<file path="config.mk">
export PLATFORM = sky130hd
export DESIGN_NAME = scr_regs
export DESIGN_NICKNAME = d
export VERILOG_FILES = /design/src/inc/scr_pkg.sv /design/src/scr_counter16.sv /design/src/scr_regs.sv
export VERILOG_INCLUDE_DIRS = /design/src /design/src/inc
export SDC_FILE = /design/constraint.sdc
export NUM_CORES = 1
export LEC_CHECK = 0
export BUFFER_PORTS_ARGS = -buffer_cell sky130_fd_sc_hd__buf_2
export CELL_PAD_IN_SITES_DETAIL_PLACEMENT = 0
export CELL_PAD_IN_SITES_GLOBAL_PLACEMENT = 1
export CORE_MARGIN = 3
export CORE_UTILIZATION = 34
export CTS_CLUSTER_DIAMETER = 100
export DETAILED_ROUTE_END_ITERATION = 16
export PLACE_DENSITY = 0.79
export SLEW_MARGIN = 20
export SYNTH_ARGS = -nofsm -noshare
export SYNTH_HDL_FRONTEND = slang
export SYNTH_SLANG_ARGS = --single-unit
</file>
<file path="constraint.sdc">
create_clock -name clk_sys -period 5.88 [get_ports clk_sys]
set_input_delay 1.176 -clock clk_sys [delete_from_list [all_inputs] [get_ports clk_sys]]
set_output_delay 1.176 -clock clk_sys [all_outputs]
set_load 0.01 [all_outputs]
</file>
<file path="src/inc/scr_defs.svh">
// scr_defs.svh: offsets, field positions and reset values of the
// system control registers. Definitions only; include by bare name.
`ifndef SCR_DEFS_SVH
`define SCR_DEFS_SVH

// io-space offsets
`define SCR_OFS_FLAGS     6'h00
`define SCR_OFS_STACK     6'h02
`define SCR_OFS_CLKMD     6'h03
`define SCR_OFS_IRQEN     6'h04
`define SCR_OFS_IRQPEND   6'h05
`define SCR_OFS_CNTMD     6'h06
`define SCR_OFS_BANDGAP   6'h0A
`define SCR_OFS_TRIM      6'h0B

// flag bits
`define SCR_FLG_OV        3
`define SCR_FLG_AC        2
`define SCR_FLG_C         1
`define SCR_FLG_Z         0
`define SCR_FLG_UPPER     4'hF

// clock mode bits
`define SCR_CLK_FAST_EN   4
`define SCR_CLK_TYPE      3
`define SCR_CLK_SLOW_EN   2
`define SCR_CLK_WDT_EN    1
`define SCR_CLK_RSTPIN    0

// irq bits, shared by enable and pending
`define SCR_IRQ_CNT       2
`define SCR_IRQ_PIN0      0

// reset values
`define SCR_RST_FLAGS     4'h0
`define SCR_RST_STACK     8'h00
`define SCR_RST_CLKMD     8'hF6
`define SCR_RST_CNTMD     8'h00
`define SCR_RST_TRIM      6'h00

// counter clock source codes
`define SCR_SRC_OFF       3'h0
`define SCR_SRC_SYS       3'h1
`define SCR_SRC_PIN4      3'h3
`define SCR_SRC_FAST      3'h4
`define SCR_SRC_SLOW      3'h6
`define SCR_SRC_PIN0      3'h7

// prescaler terminal counts, minus one
`define SCR_PRE_DIV4      6'h03
`define SCR_PRE_DIV16     6'h0F
`define SCR_PRE_DIV64     6'h3F

`endif

</file>
<file path="src/inc/scr_pkg.sv">
// scr_pkg: types shared by the system control register block.
// Assumes scr_defs.svh is on the include path.
package scr_pkg;

    typedef enum logic [2:0] {
        SCR_OP_ADD,
        SCR_OP_SUB,
        SCR_OP_LOGIC,
        SCR_OP_RLC,
        SCR_OP_RRC
    } scr_alu_op_t;

    // one alu operation reported by the core
    typedef struct packed {
        logic        valid;
        scr_alu_op_t op;
        logic [7:0]  a;
        logic [7:0]  b;
        logic        cin;
        logic [7:0]  result;
    } scr_alu_t;

    // io-space access from the core
    typedef struct packed {
        logic [5:0] addr;
        logic       rd;
        logic       wr;
        logic [7:0] wdata;
    } scr_io_t;

endpackage

</file>
<file path="src/scr_counter16.sv">
// scr_counter16: sixteen-bit counter with prescaler and bit-tap event.
// Assumes count ticks are single-cycle pulses on clk_sys.
`timescale 1ns/1ps
`include "scr_defs.svh"
module scr_counter16
    import scr_pkg::*;
(
    // clock and reset
    input  wire logic        clk_sys,
    input  wire logic        rst,
    // count control
    input  wire logic        tick,
    input  wire logic        use_pre,
    input  wire logic [1:0]  pre_sel,
    input  wire logic [2:0]  tap_sel,
    // core load path
    input  wire logic        load,
    input  wire logic [15:0] load_val,
    // results
    output logic      [15:0] value,
    output logic             event_pulse
);
    logic [5:0] pre_r;
    logic [5:0] pre_top;
    logic       step;
    logic       tap_r;
    logic       tap_now;

    // prescaler only divides internal sources
    always_comb begin
        case (pre_sel)
            2'h1:    pre_top = `SCR_PRE_DIV4;
            2'h2:    pre_top = `SCR_PRE_DIV16;
            2'h3:    pre_top = `SCR_PRE_DIV64;
            default: pre_top = 6'h00;
        endcase
    end
    assign step = tick && (!use_pre || pre_r >= pre_top);

    always_ff @(posedge clk_sys or posedge rst) begin
        if (rst) begin
            pre_r <= 6'h00;
        end else if (tick) begin
            pre_r <= step ? 6'h00 : pre_r + 6'h01;
        end
    end

    // the count itself; a core load wins over a step
    always_ff @(posedge clk_sys or posedge rst) begin
        if (rst) begin
            value <= 16'h0000;
        end else if (load) begin
            value <= load_val;
        end else if (step) begin
            value <= value + 16'h0001;
        end
    end

    // event on any change of the tapped bit, 8 to 15
    assign tap_now = value[{1'b1, tap_sel}];
    always_ff @(posedge clk_sys or posedge rst) begin
        if (rst) begin
            tap_r       <= 1'b0;
            event_pulse <= 1'b0;
        end else begin
            tap_r       <= tap_now;
            event_pulse <= tap_now != tap_r;
        end
    end
endmodule // scr_counter16

</file>
<file path="src/scr_regs.sv">
// scr_regs: system control and status registers of the core,
// reached in io space, with flag, stack, clock, irq and counter state.
// Assumes single-cycle io accesses from the core on clk_sys and
// asynchronous pins that are synchronised here.
//
// Notes on behaviour
// - flag register upper four bits always read as ones.
// - sign wrap flag set on signed overflow of add or subtract.
// - nibble carry flag: low nibble carry on add, borrow on subtract.
// - carry flag takes add carry, subtract borrow, rotate-through-carry.
// - zero flag follows whether an add, subtract or logic result is zero.
// - stack pointer reads current value; writes replace all eight bits.
// - clock mode bits 7:5 with type bit 3 choose system clock.
// - clock mode bit 4 enables fast oscillator, resets to one.
// - clock mode bit 2 enables slow oscillator; clearing stops watchdog.
// - clock mode bit 1 enables the watchdog, resets to one.
// - clock mode bit 0 picks port pin 5 or external reset pin.
// - enable bit 2 gates counter interrupt, resets to zero.
// - enable bit 0 gates pin 0 interrupt, resets to zero.
// - counter event sets pending bit 2 until software writes zero.
// - pin 0 qualifying edge sets pending bit 0; software clears.
// - counter mode bits 7:5 select count clock source.
// - counter mode bits 4:3 prescale internal sources by 1,4,16,64.
// - counter mode bits 2:0 pick tap bit 8..15 for the event.
// - band-gap register bit 0 powers down band-gap and low voltage reset.
// - trim register bits 5:0 set fast oscillator calibration.
`timescale 1ns/1ps
`include "scr_defs.svh"
module scr_regs
    import scr_pkg::*;
(
    // clock and reset
    input  wire logic        clk_sys,
    input  wire logic        rst,
    // io-space access
    input  wire scr_io_t     io,
    output logic      [7:0]  io_rdata,
    // alu result report and stack updates from the core
    input  wire scr_alu_t    alu,
    input  wire logic        core_sp_we,
    input  wire logic [7:0]  core_sp_val,
    output logic      [7:0]  stack_ptr,
    // counter load path and value
    input  wire logic        cnt_load,
    input  wire logic [15:0] cnt_load_val,
    output logic      [15:0] cnt_value,
    // asynchronous inputs
    input  wire logic        port_a_pin0,
    input  wire logic        port_a_pin4,
    input  wire logic        fast_rc_osc_in,
    input  wire logic        slow_rc_osc_in,
    input  wire logic [1:0]  pin0_edge_sel,
    // clock and power control
    output logic      [2:0]  sysclk_sel,
    output logic             sysclk_type,
    output logic             sysclk_reserved,
    output logic             fast_rc_osc_en,
    output logic             slow_rc_osc_en,
    output logic             watchdog_en,
    output logic             external_reset_pin_en,
    output logic             bandgap_pd,
    output logic      [5:0]  fast_osc_trim,
    // interrupt to the core
    output logic             irq_to_core,
    output logic      [7:0]  irq_pending
);
    logic [3:0] flags_r;
    logic [3:0] flags_nxt;
    logic [7:0] sp_r;
    logic [7:0] clkmd_r;
    logic [7:0] irqen_r;
    logic [7:0] pend_r;
    logic [7:0] pend_nxt;
    logic [7:0] cntmd_r;
    logic       bgpd_r;
    logic [5:0] trim_r;
    logic [7:0] rdata_nxt;
    logic       wr_flags;
    logic       wr_stack;
    logic       wr_clkmd;
    logic       wr_irqen;
    logic       wr_pend;
    logic       wr_cntmd;
    logic       wr_bgap;
    logic       wr_trim;

    // io write decode
    assign wr_flags = io.wr && io.addr == `SCR_OFS_FLAGS;
    assign wr_stack = io.wr && io.addr == `SCR_OFS_STACK;
    assign wr_clkmd = io.wr && io.addr == `SCR_OFS_CLKMD;
    assign wr_irqen = io.wr && io.addr == `SCR_OFS_IRQEN;
    assign wr_pend  = io.wr && io.addr == `SCR_OFS_IRQPEND;
    assign wr_cntmd = io.wr && io.addr == `SCR_OFS_CNTMD;
    assign wr_bgap  = io.wr && io.addr == `SCR_OFS_BANDGAP;
    assign wr_trim  = io.wr && io.addr == `SCR_OFS_TRIM;

    // pin synchronisers: the first stage feeds only the second
    logic [3:0] sync1_r;
    logic [3:0] sync2_r;
    logic [3:0] sync3_r;
    logic [3:0] async_in;
    logic [3:0] rise;
    logic [3:0] fall;
    assign async_in = {slow_rc_osc_in, fast_rc_osc_in,
                       port_a_pin4, port_a_pin0};

    always_ff @(posedge clk_sys or posedge rst) begin
        if (rst) begin
            sync1_r <= 4'h0;
            sync2_r <= 4'h0;
            sync3_r <= 4'h0;
        end else begin
            sync1_r <= async_in;
            sync2_r <= sync1_r;
            sync3_r <= sync2_r;
        end
    end

    // edge detectors, one per synchronised input
    genvar gi;
    generate
        for (gi = 0; gi < 4; gi = gi + 1) begin : g_edge
            assign rise[gi] = sync2_r[gi] && !sync3_r[gi];
            assign fall[gi] = !sync2_r[gi] && sync3_r[gi];
        end
    endgenerate

    // edge select also synchronised; it comes from another register
    logic [1:0] esel1_r;
    logic [1:0] esel2_r;
    always_ff @(posedge clk_sys or posedge rst) begin
        if (rst) begin
            esel1_r <= 2'h0;
            esel2_r <= 2'h0;
        end else begin
            esel1_r <= pin0_edge_sel;
            esel2_r <= esel1_r;
        end
    end

    // alu flag computation
    logic [8:0] sum9;
    logic [4:0] nib5;
    logic       bin;
    always_comb begin
        flags_nxt = flags_r;
        bin       = alu.cin;
        sum9      = 9'h000;
        nib5      = 5'h00;
        case (alu.op)
            SCR_OP_ADD: begin
                sum9 = {1'b0, alu.a} + {1'b0, alu.b} + {8'h00, alu.cin};
                nib5 = {1'b0, alu.a[3:0]} + {1'b0, alu.b[3:0]}
                     + {4'h0, alu.cin};
                flags_nxt[`SCR_FLG_C]  = sum9[8];
                flags_nxt[`SCR_FLG_AC] = nib5[4];
                flags_nxt[`SCR_FLG_OV] = (alu.a[7] == alu.b[7])
                    && (sum9[7] != alu.a[7]);
                flags_nxt[`SCR_FLG_Z]  = sum9[7:0] == 8'h00;
            end
            SCR_OP_SUB: begin
                sum9 = {1'b0, alu.a} - {1'b0, alu.b} - {8'h00, bin};
                nib5 = {1'b0, alu.a[3:0]} - {1'b0, alu.b[3:0]}
                     - {4'h0, bin};
                flags_nxt[`SCR_FLG_C]  = sum9[8]; // borrow
                flags_nxt[`SCR_FLG_AC] = nib5[4];
                flags_nxt[`SCR_FLG_OV] = (alu.a[7] != alu.b[7])
                    && (sum9[7] != alu.a[7]);
                flags_nxt[`SCR_FLG_Z]  = sum9[7:0] == 8'h00;
            end
            SCR_OP_LOGIC: begin
                flags_nxt[`SCR_FLG_Z] = alu.result == 8'h00;
            end
            SCR_OP_RLC: begin
                flags_nxt[`SCR_FLG_C] = alu.a[7];
            end
            SCR_OP_RRC: begin
                flags_nxt[`SCR_FLG_C] = alu.a[0];
            end
            default: begin
                flags_nxt = flags_r;
            end
        endcase
    end

    // flag register; an explicit io write beats an alu update
    always_ff @(posedge clk_sys or posedge rst) begin
        if (rst) begin
            flags_r <= `SCR_RST_FLAGS;
        end else if (wr_flags) begin
            flags_r <= io.wdata[3:0];
        end else if (alu.valid) begin
            flags_r <= flags_nxt;
        end
    end

    // stack pointer; bit 0 is stored as written, software keeps it 0
    always_ff @(posedge clk_sys or posedge rst) begin
        if (rst) begin
            sp_r <= `SCR_RST_STACK;
        end else if (wr_stack) begin
            sp_r <= io.wdata;
        end else if (core_sp_we) begin
            sp_r <= core_sp_val;
        end
    end
    assign stack_ptr = sp_r;

    // clock mode register
    always_ff @(posedge clk_sys or posedge rst) begin
        if (rst) begin
            clkmd_r <= `SCR_RST_CLKMD;
        end else if (wr_clkmd) begin
            clkmd_r <= io.wdata;
        end
    end

    // clock outputs and reserved-code indication
    assign sysclk_sel            = clkmd_r[7:5];
    assign sysclk_type           = clkmd_r[`SCR_CLK_TYPE];
    assign fast_rc_osc_en        = clkmd_r[`SCR_CLK_FAST_EN];
    assign slow_rc_osc_en        = clkmd_r[`SCR_CLK_SLOW_EN];
    // watchdog counts the slow oscillator, so it stops with it
    assign watchdog_en           = clkmd_r[`SCR_CLK_WDT_EN]
                                 && clkmd_r[`SCR_CLK_SLOW_EN];
    assign external_reset_pin_en = clkmd_r[`SCR_CLK_RSTPIN];

    always_comb begin
        if (clkmd_r[`SCR_CLK_TYPE]) begin
            case (clkmd_r[7:5])
                3'h0, 3'h1, 3'h3, 3'h4: sysclk_reserved = 1'b0;
                default:                sysclk_reserved = 1'b1;
            endcase
        end else begin
            case (clkmd_r[7:5])
                3'h0, 3'h1, 3'h6, 3'h7: sysclk_reserved = 1'b0;
                default:                sysclk_reserved = 1'b1;
            endcase
        end
    end

    // interrupt enable, only the two implemented bits are stored
    always_ff @(posedge clk_sys or posedge rst) begin
        if (rst) begin
            irqen_r <= 8'h00;
        end else if (wr_irqen) begin
            irqen_r <= io.wdata & 8'h05;
        end
    end

    // counter mode register
    always_ff @(posedge clk_sys or posedge rst) begin
        if (rst) begin
            cntmd_r <= `SCR_RST_CNTMD;
        end else if (wr_cntmd) begin
            cntmd_r <= io.wdata;
        end
    end

    // count tick per source; reserved codes count nothing
    logic cnt_tick;
    logic cnt_internal;
    always_comb begin
        cnt_internal = 1'b1;
        case (cntmd_r[7:5])
            `SCR_SRC_SYS:  cnt_tick = 1'b1;
            `SCR_SRC_PIN4: begin
                cnt_tick     = fall[1];
                cnt_internal = 1'b0;
            end
            `SCR_SRC_FAST: cnt_tick = rise[2];
            `SCR_SRC_SLOW: cnt_tick = rise[3];
            `SCR_SRC_PIN0: begin
                cnt_tick     = fall[0];
                cnt_internal = 1'b0;
            end
            default:       cnt_tick = 1'b0;
        endcase
    end

    // the counter; fast oscillator ticks are only as fine as clk_sys
    logic cnt_event;
    scr_counter16 u_counter (
        .clk_sys     (clk_sys),
        .rst         (rst),
        .tick        (cnt_tick),
        .use_pre     (cnt_internal),
        .pre_sel     (cntmd_r[4:3]),
        .tap_sel     (cntmd_r[2:0]),
        .load        (cnt_load),
        .load_val    (cnt_load_val),
        .value       (cnt_value),
        .event_pulse (cnt_event)
    );

    // pin 0 edge qualification: 00 both, 01 rising, 10 falling
    logic pin0_event;
    always_comb begin
        case (esel2_r)
            2'h0:    pin0_event = rise[0] || fall[0];
            2'h1:    pin0_event = rise[0];
            2'h2:    pin0_event = fall[0];
            default: pin0_event = 1'b0;
        endcase
    end

    // pending bits: hardware set wins over a software clear
    always_comb begin
        pend_nxt = wr_pend ? (io.wdata & 8'h05) : pend_r;
        pend_nxt[`SCR_IRQ_CNT]  = pend_nxt[`SCR_IRQ_CNT]
                                || cnt_event;
        pend_nxt[`SCR_IRQ_PIN0] = pend_nxt[`SCR_IRQ_PIN0]
                                || pin0_event;
    end

    always_ff @(posedge clk_sys or posedge rst) begin
        if (rst) begin
            pend_r <= 8'h00;
        end else begin
            pend_r <= pend_nxt;
        end
    end
    assign irq_pending = pend_r;

    // enables gate only the request to the core, not the pending bits
    assign irq_to_core = |(pend_r & irqen_r);

    // write-only power and trim registers
    always_ff @(posedge clk_sys or posedge rst) begin
        if (rst) begin
            bgpd_r <= 1'b0;
        end else if (wr_bgap) begin
            bgpd_r <= io.wdata[0];
        end
    end
    assign bandgap_pd = bgpd_r;

    always_ff @(posedge clk_sys or posedge rst) begin
        if (rst) begin
            trim_r <= `SCR_RST_TRIM;
        end else if (wr_trim) begin
            trim_r <= io.wdata[5:0];
        end
    end
    assign fast_osc_trim = trim_r;

    // read mux; write-only and unmapped addresses read zero
    always_comb begin
        case (io.addr)
            `SCR_OFS_FLAGS:   rdata_nxt = {`SCR_FLG_UPPER, flags_r};
            `SCR_OFS_STACK:   rdata_nxt = sp_r;
            `SCR_OFS_CLKMD:   rdata_nxt = clkmd_r;
            `SCR_OFS_IRQEN:   rdata_nxt = irqen_r;
            `SCR_OFS_IRQPEND: rdata_nxt = pend_r;
            `SCR_OFS_CNTMD:   rdata_nxt = cntmd_r;
            default:          rdata_nxt = 8'h00;
        endcase
    end

    // read data registered; held between reads
    always_ff @(posedge clk_sys or posedge rst) begin
        if (rst) begin
            io_rdata <= 8'h00;
        end else if (io.rd) begin
            io_rdata <= rdata_nxt;
        end
    end
endmodule // scr_regs

</file>
Word level (Yosys, flattened, before mapping):

Cells that the tools add are included.

* flip-flop bits (word level): 87
* word-level logic and storage cells: 130
* input bits: 79

* magnitude comparators: 2
* equality and inequality tests: 31
* bitwise operators: 1
* reduce and logical (&&, ||, !) cells: 46
* add/sub/neg operators: 10
* multiplexer cells: 20

Operators with widths (count)
* 8-bit case mux with 6 select lines: 1
* 16-bit two-way mux: 2
* 8-bit logical NOT: 3
* 3-bit == test (second input constant): 7
* 6-bit by 3-bit == test with 1-bit output (second input constant): 3
* 6-bit case mux with 3 select lines: 1
* 1-bit logical AND: 17
* 16-bit by 1-bit adder with 16-bit output (second input constant): 1
* 8-bit two-way mux: 2
* 3-bit by 2-bit == test with 1-bit output (second input constant): 4
* 6-bit by 2-bit == test with 1-bit output (second input constant): 2
* 6-bit by 4-bit == test with 1-bit output (second input constant): 2
* 8-bit by 8-bit adder with 9-bit output: 1
* 9-bit by 1-bit adder with 9-bit output: 1
* 3-bit by 1-bit == test with 1-bit output (second input constant): 3
* 8-bit by 8-bit subtractor with 9-bit output: 1
* 9-bit by 1-bit subtractor with 9-bit output: 1
* 4-bit two-way mux: 2
* 4-bit OR reduction: 2
* 8-bit OR reduction: 1
* 6-bit by 1-bit adder with 6-bit output (second input constant): 1
* 2-bit == test (second input constant): 3
* 6-bit >= comparator: 1
* 3-bit logical NOT: 2
* other kinds (27): 46

Depth between registers and ports, before layout:

Gate-level depths: netlist (run 1).

* depth in word-level cells: 7
* gate-level depth with buffers: 10

By module:

A second synthesis (run 1) with hierarchy kept.

* cells, all modules: 573
* area, all modules: 5469.0 um2

By module, submodules not included
* scr_regs: cells an instance 395, area an instance 3893.7 um2, seq. area each 1584.0 um2, instances 1
* scr_counter16: cells an instance 178, area an instance 1575.3 um2, seq. area each 600.6 um2, instances 1

Worst setup path before layout (run 1):

OpenSTA, ideal clock, no wires.

* path type: input -> register
* start point: in alu[8] in the netlist's numbering
* end point: reg flags_r[1]
* arrival time: 3.326 ns
* cell stages on the path: 9
* data required time: 5.760 ns
* slack: 2.434 ns
* path buffers: 0
* cells stage by stage: inv_1 > fa_1 > fa_1 > nand2b_1 > a2111oi_0 > o31ai_1 > xor2_1 > o22ai_1 > a31o_2

* cells in the longest elaborated chain, start to end: 4
* elaborated cells on any way between the ends: 5
* classes of those cells: add/sub (2); mux (3)

Ends and longest elaborated chain
* start, declared: RTL line scr_regs.sv:39 `input wire scr_alu_t alu,`
* 9-bit by 1-bit subtractor with 9-bit output / 9-bit by 1-bit adder with 9-bit output (equally long branches): RTL line scr_regs.sv:162, scr_regs.sv:152
* 1-bit case mux with 4 select lines *: RTL line scr_regs.sv:150 `case (alu.op)`
* 4-bit two-way mux *: RTL line scr_regs.sv:192 `end else if (alu.valid) begin`
* 4-bit two-way mux *: RTL line scr_regs.sv:190 `end else if (wr_flags) begin`
* end signal, assigned: RTL line scr_regs.sv:189 `` flags_r <= `SCR_RST_FLAGS; ``
* end signal, assigned: RTL line scr_regs.sv:191 `flags_r <= io.wdata[3:0];`
* end signal, assigned: RTL line scr_regs.sv:193 `flags_r <= flags_nxt;`
* end, declared: RTL line scr_regs.sv:67 `logic [3:0] flags_r;`

Every way passes the cells marked *; elsewhere a longest branch is shown, timed or not. The select of a mux whose other input is x is not followed.
A chain may end at the register's enable or synchronous reset.

Final worst setup path (run 1):

Ends and elaborated chain as after synthesis.

==> flow_summary_export.csv, run 1 <==
group,metric,value,unit
synthesis,synthFlopType,"dfrtp_1",
synthesis,synthArstFlopShare,100,%
die,initial_core_util,35.3,%
worst_setup_path,required,6.11,ns
finish,drive_gt1_share,29.0,%
placed_design,dpl.hpwl,10.8,mm
clocking,clk_latency,0.34,ns
sta,fmax,284,MHz
worst_setup_path,cp.arrival,3.76,ns
sta,hold_viol,0,
grt,grt_overflow,0,
sta,period_share,60.0,%
worst_setup_path,cp_common_cell,"fa_1",
power_and_ir_drop,pwr-share-clk,35.6,%
finish,area_delta_synth_final,20.5,%
synthesis,yosysTopAreaCell,"dfrtp_1",
power_and_ir_drop,p_leak,3.03,nW
worst_hold_path,hp-class,"reg2reg",
power_and_ir_drop,peakVddDrop,0.126,mV
die,die_area,0.0177,sq mm
detailed_routing,drtAntennaViolNets,0,
synthesis,yosys.cell_count.top_type,"dfrtp_1",
sta,tightest_slew,0.960,ns
synthesis,synthTopCellsByCount,"81 x dfrtp_1, 39 x nand2_1, 38 x inv_1",
placed_design,place.gp.congestion,0.814,
power_and_ir_drop,comb_power_share,24.4,%
grt,grt_pass1_vias,4532,
power_and_ir_drop,p_total,1.86,mW
synthesis,ys_warn_count,0,
grt,grt_max_degree,71,
clocking,cts_resized,0,
power_and_ir_drop,internal_power,1.29,mW
worst_setup_path,cp-start-kind,"primary input",
sta,setup_violations,0,
power_and_ir_drop,p_per_area,282,mW/mm^2
synthesis,avgSynthCellArea,9.82,sq um
worst_setup_path,crit_family,"compound AO/OA/AOI/OAI gates",
detailed_routing,drt-vias-per-instance,5.03,
sta,fin_hold_ws,0.347,ns
worst_setup_path,cp_max_fo,2,
worst_setup_path,max_stage_delay,0.69,ns
power_and_ir_drop,p_seq_share,40.0,%
clocking,htreeDepth,3,
synthesis,synth_cell_types,70,
sta,skew,0.00670,ns
clocking,ctsLongestPathBuffers,2,
detailed_routing,wl,14.0,mm
clocking,cts-root-buf,"clkbuf_16",
sta,maxSlewViolCount,0,
worst_setup_path,cp_cell_sequence,"buf_2 > inv_1 > fa_1 > fa_1 > nand2b_1 > a2111oi_0 > o31ai_1 > xor2_1 > o22ai_1 > a31o_2",
synthesis,syn_inst,557,
clocking,clock-sinks,87,
grt,antenna_found_initial,0,
detailed_routing,vias,4479,
detailed_routing,drtPass1Iterations,5,
synthesis,ys_seq_area_share,39.9,%
sta,tns,0,ns
clocking,clk_pin_slew_worst_paths,0.06,ns
synthesis,netlist_area,0.00547,sq mm
die,num_rows,45,
grt,grt_pass1_wl,22.6,mm
placed_design,io_buffers,129,
power_and_ir_drop,p_sw_share,30.4,%
die,die_h,133,um
worst_setup_path,worstSetupPathType,"in2reg",
worst_setup_path,rrSetupSlack,3.02,ns
sta,maxSlewHeadroom,36.0,%
run,maxCapViolCount,0,
finish,postLayoutCoreUtil,42.6,%
die,core-area,0.0155,sq mm
die,dieWidth,133,um
clocking,cts_tree,"done",
placed_design,place_ws,2.07,ns
clocking,cts_hold_buf,0,
power_and_ir_drop,p_sw,0.564,mW
synthesis,synth_top_area_share,37.0,%
worst_setup_path,crit_slowest_cell,"a2111oi_0",
clocking,post-cts-setup-buffers,0,
synthesis,yosys-top-cells-area,"dfrtp_1 37%, ha_1 7.1%, mux2_2 6.0%, xnor2_1 3.0%, dfstp_2 2.9%",
grt,track_usage,15.6,%
finish,n_antenna_cell,0,
detailed_routing,drt-initial-drc-count,167,
worst_setup_path,critPathBufInv,2,
sta,fin_ws,2.35,ns
clocking,cts_buffers,9,
sta,rsz0062_at_grt,"no",
synthesis,ys_ff_latch,87,
detailed_routing,avgRoutedWirePerCell,15.7,um
sta,fin_crit,3.53,ns
detailed_routing,remaining_drc_errors,0,
worst_setup_path,endpoint_kind,"flop",
finish,finalNetCount,788,
synthesis,synth_edf_count,0,
die,io_pins,136,
run_status,outcome,"finished, final reports clean",
-- power groups by stage --
stage / clock [mW] / combinational (mW) / sequential (mW)
global route: 0.702 / 0.509 / 0.755
detailed placement: 0 / 0.453 / 0.755
floorplan: 0 / 0.319 / 0.745
finish: 0.662 / 0.453 / 0.744
CTS: 0.677 / 0.455 / 0.744
global placement: 0 / 0.437 / 0.750
-- final timing paths --
check | start | to | cells past startpoint
max in group asynchronous | rst | stack_ptr[5] | 3
min reg2reg | sync1_r[2] | sync2_r[2] | 0
min in group asynchronous | rst | u_counter.value[8] | 2
min | sync1_r[2] | sync2_r[2] | 0
max | alu[8] | flags_r[1] | 10
max reg2reg | cntmd_r[4] | u_counter.pre_r[4] | 7
-- routing by layer --
metal	vias to the layer above	global-route usage (%)	routed length, um
li1	2208	-	-
met1	2166	20.3	6220
met2	92	26.3	6900
met3	13	3.54	718
met4	0	4.21	152
met5	-	0	0
-- kinds of logic after synthesis --
logic type | Yosys count | synth area share [%]
and+or+nand+nor | 174 | 17.8
muxes | 45 | 9.35
DFF | 87 | 39.9
buffers and inverters | 67 | 5.72
AOI/OAI and AO/OA | 123 | 14.6
adders and majority gates | 35 | 8.55
xor gates and xnor gates | 25 | 4.00
other | 1 | 0.0685
-- cell usage in the layout, fill, tap and decap left out, types with 9 or more instances in the layout --
| cell | Yosys | layout |
|---|---|---|
| mux2_2 | 29 | 29 |
| xnor2_1 | 19 | 19 |
| a21oi_1 | 25 | 25 |
| nand3_1 | 19 | 19 |
| nor3_1 | 14 | 14 |
| o21ai_0 | 31 | 31 |
| dfrtp_1 | 81 | 81 |
| nand2_1 | 39 | 39 |
| nor2_1 | 36 | 36 |
| clkbuf_16 | 0 | 9 |
| inv_1 | 38 | 37 |
| buf_2 | 3 | 129 |
| mux2i_1 | 14 | 14 |
| nor2b_1 | 10 | 10 |
| nand2b_1 | 12 | 12 |
| ha_1 | 31 | 31 |
-- layout make-up --
cell class / count / area [sq um]
clock buffer: 10 / 239
clock inverter: 6 / 108
fill: 1525 / 8890
inverter: 38 / 144
multi-input combinational: 408 / 3000
sequential: 87 / 2180
tap: 211 / 264
timing repair buffer: 130 / 653
-- per-stage QoR --
| stage | area [sq um] | cells |
|---|---|---|
| finish | 6590 | 890 |
| floorplan | 5490 | 562 |
| detailed placement | 6240 | 874 |
| global placement | 6240 | 874 |
| global route | 6590 | 890 |
| CTS | 6590 | 890 |
-- sequential cells by signal, summed over array words and instances, names as in the netlist, 4 cells and up --
name / cells
sync3_r: 4
flags_r: 4
sync1_r: 4
stack_ptr: 8
clkmd_r: 8
fast_osc_trim: 6
u_counter.pre_r: 6
u_counter.value: 16
sync2_r: 4
cntmd_r: 8
io_rdata: 8
Power figures use the tool's default switching activity.
==> inputs of run 2 (changes only) <==
Settings changed: PLACE_DENSITY 0.79 to 0.82.
Clock period 5.88 ns to 3.1 ns, I/O delays scaled along.
==> run 2 against run 1 <==
Cell area rose by 0.55%. Non-clock buffer count increased by 8. Clock power increased by 69%. Sequential power up 90%. Core utilization grew 0.23 points. Flip-flop and latch count unchanged. First-iteration DRC count grew 40%. Clock skew down 0.0017 ns. Final cell count is 0.90% higher. Wire length shrank 0.72%. Global-route usage about the same. Critical path depth rose by 1. Critical path type unchanged. Largest cell class unchanged.
==> flow_summary_export.csv, run 2 (synthesis gave the netlist of run 1 again) <==
group,metric,value,unit
clocking,cts_tree,"done",
detailed_routing,remaining_drc_errors,0,
worst_setup_path,max_stage_delay,0.47,ns
finish,largest_register,"u_counter.value",
worst_setup_path,crit_family,"adder cells",
clocking,post-cts-setup-buffers,0,
detailed_routing,wl,13.9,mm
clocking,htreeDepth,3,
die,dieWidth,133,um
die,die_area,0.0177,sq mm
die,die_h,133,um
worst_setup_path,rrSetupSlack,0.66,ns
placed_design,place_ws,-0.0375,ns
clocking,cts_hold_buf,0,
sta,fin_ws,0.309,ns
die,num_rows,45,
worst_setup_path,cp_cell_sequence,"buf_2 > inv_1 > fa_1 > fa_1 > nand2b_1 > a2111oi_0 > buf_4 > o31ai_1 > xor2_1 > o22ai_1 > a31o_2",
sta,hold_viol,0,
sta,skew,0.00496,ns
finish,final_common_cell,"buf_2",
sta,maxSlewViolCount,0,
run_status,outcome,"finished, final reports clean",
sta,tightest_slew,0.768,ns
worst_setup_path,cp_max_fo,2,
sta,tns,0,ns
worst_setup_path,cp_common_cell,"fa_1",
detailed_routing,drtAntennaViolNets,0,
grt,grt_pass1_vias,4535,
die,core-area,0.0155,sq mm
worst_hold_path,hp-class,"in2async",
detailed_routing,drt-initial-drc-count,233,
finish,n_antenna_cell,0,
clocking,clk_latency,0.34,ns
clocking,ctsLongestPathBuffers,2,
placed_design,io_buffers,129,
grt,antenna_found_initial,0,
worst_setup_path,cp.arrival,3.02,ns
sta,fin_crit,2.79,ns
sta,setup_violations,0,
clocking,cts-root-buf,"clkbuf_16",
run,maxCapViolCount,0,
detailed_routing,avgRoutedWirePerCell,15.5,um
clocking,clk_pin_slew_worst_paths,0.06,ns
die,io_pins,136,
placed_design,place.gp.congestion,0.899,
finish,area_delta_synth_final,21.2,%
sta,fmax,358,MHz
sta,rsz0062_at_grt,"no",
worst_setup_path,cp-start-kind,"primary input",
finish,largest_register_ffs,16,
grt,grt_pass1_wl,22.7,mm
finish,final_area,0.00663,sq mm
placed_design,dpl.hpwl,10.9,mm
die,initial_core_util,35.3,%
grt,grt_overflow,0,
grt,track_usage,15.7,%
clocking,clock-sinks,87,
power_and_ir_drop,p_leak,3.06,nW
power_and_ir_drop,p_per_area,514,mW/mm^2
detailed_routing,vias,4559,
worst_setup_path,endpoint_kind,"flop",
worst_setup_path,critPathBufInv,3,
power_and_ir_drop,peakVddDrop,0.310,mV
finish,finalNetCount,796,
detailed_routing,drt-vias-per-instance,5.08,
clocking,cts_resized,0,
finish,drive_gt1_share,29.7,%
sta,period_share,90.0,%
worst_setup_path,worstSetupPathType,"in2reg",
worst_setup_path,required,3.33,ns
placed_design,placed_cell_area,0.00631,sq mm
clocking,cts_buffers,9,
finish,nFillCells,1513,
worst_setup_path,crit_slowest_cell,"fa_1",
sta,maxSlewHeadroom,48.8,%
finish,final_cell_mix,"129 x buf_2, 81 x dfrtp_1, 39 x nand2_1",
detailed_routing,drtPass1Iterations,5,
grt,grt_max_degree,38,
## run 2: report_power, final
group	internal, mW	switching [mW]	total, mW	leakage (nW)
Combinational	0.391	0.484	0.876	1.84
Sequential	1.28	0.134	1.41	1.07
Clock	0.688	0.434	1.12	0.156
Total	2.36	1.05	3.41	3.06
## run 2: cell type report
type	instances	area (sq um)	share of cell area, %
multi-input combinational	408	3000	45.3
sequential	87	2180	33.0
timing repair buffer	138	726	10.9
clock buffer	13	270	4.08
tap	211	264	3.98
inverter	38	144	2.17
clock inverter	3	40.0	0.604
## run 2: per-layer routing
layer	routed length, um	GRT usage, %
met1	6080	20.4
met3	761	3.61
met4	291	5.31
met2	6750	25.7
met5	0	0
## run 2: metrics by stage
stage / hold slack, ns / utilization, % / power, mW / instances
after floorplan: 0.331 / - / 2.02 / 562
after detailed placement: 0.335 / 40.8 / 2.30 / 882
after CTS: 0.339 / 42.8 / 3.43 / 898
after global routing: 0.353 / 42.8 / 3.61 / 898
final: 0.318 / 42.8 / 3.41 / 898
after global placement: 0.334 / 40.8 / 2.27 / 882
## run 2: final timing paths
check	startpoint	to	cells past startpoint
max	alu[8]	flags_r[1]	11
max reg2reg	cntmd_r[4]	u_counter.value[14]	9
min	rst	sync2_r[2]	2
max in group asynchronous	rst	u_counter.value[12]	3
min in group clk_sys	sync1_r[2]	sync2_r[2]	0
min reg2reg	sync1_r[2]	sync2_r[2]	0
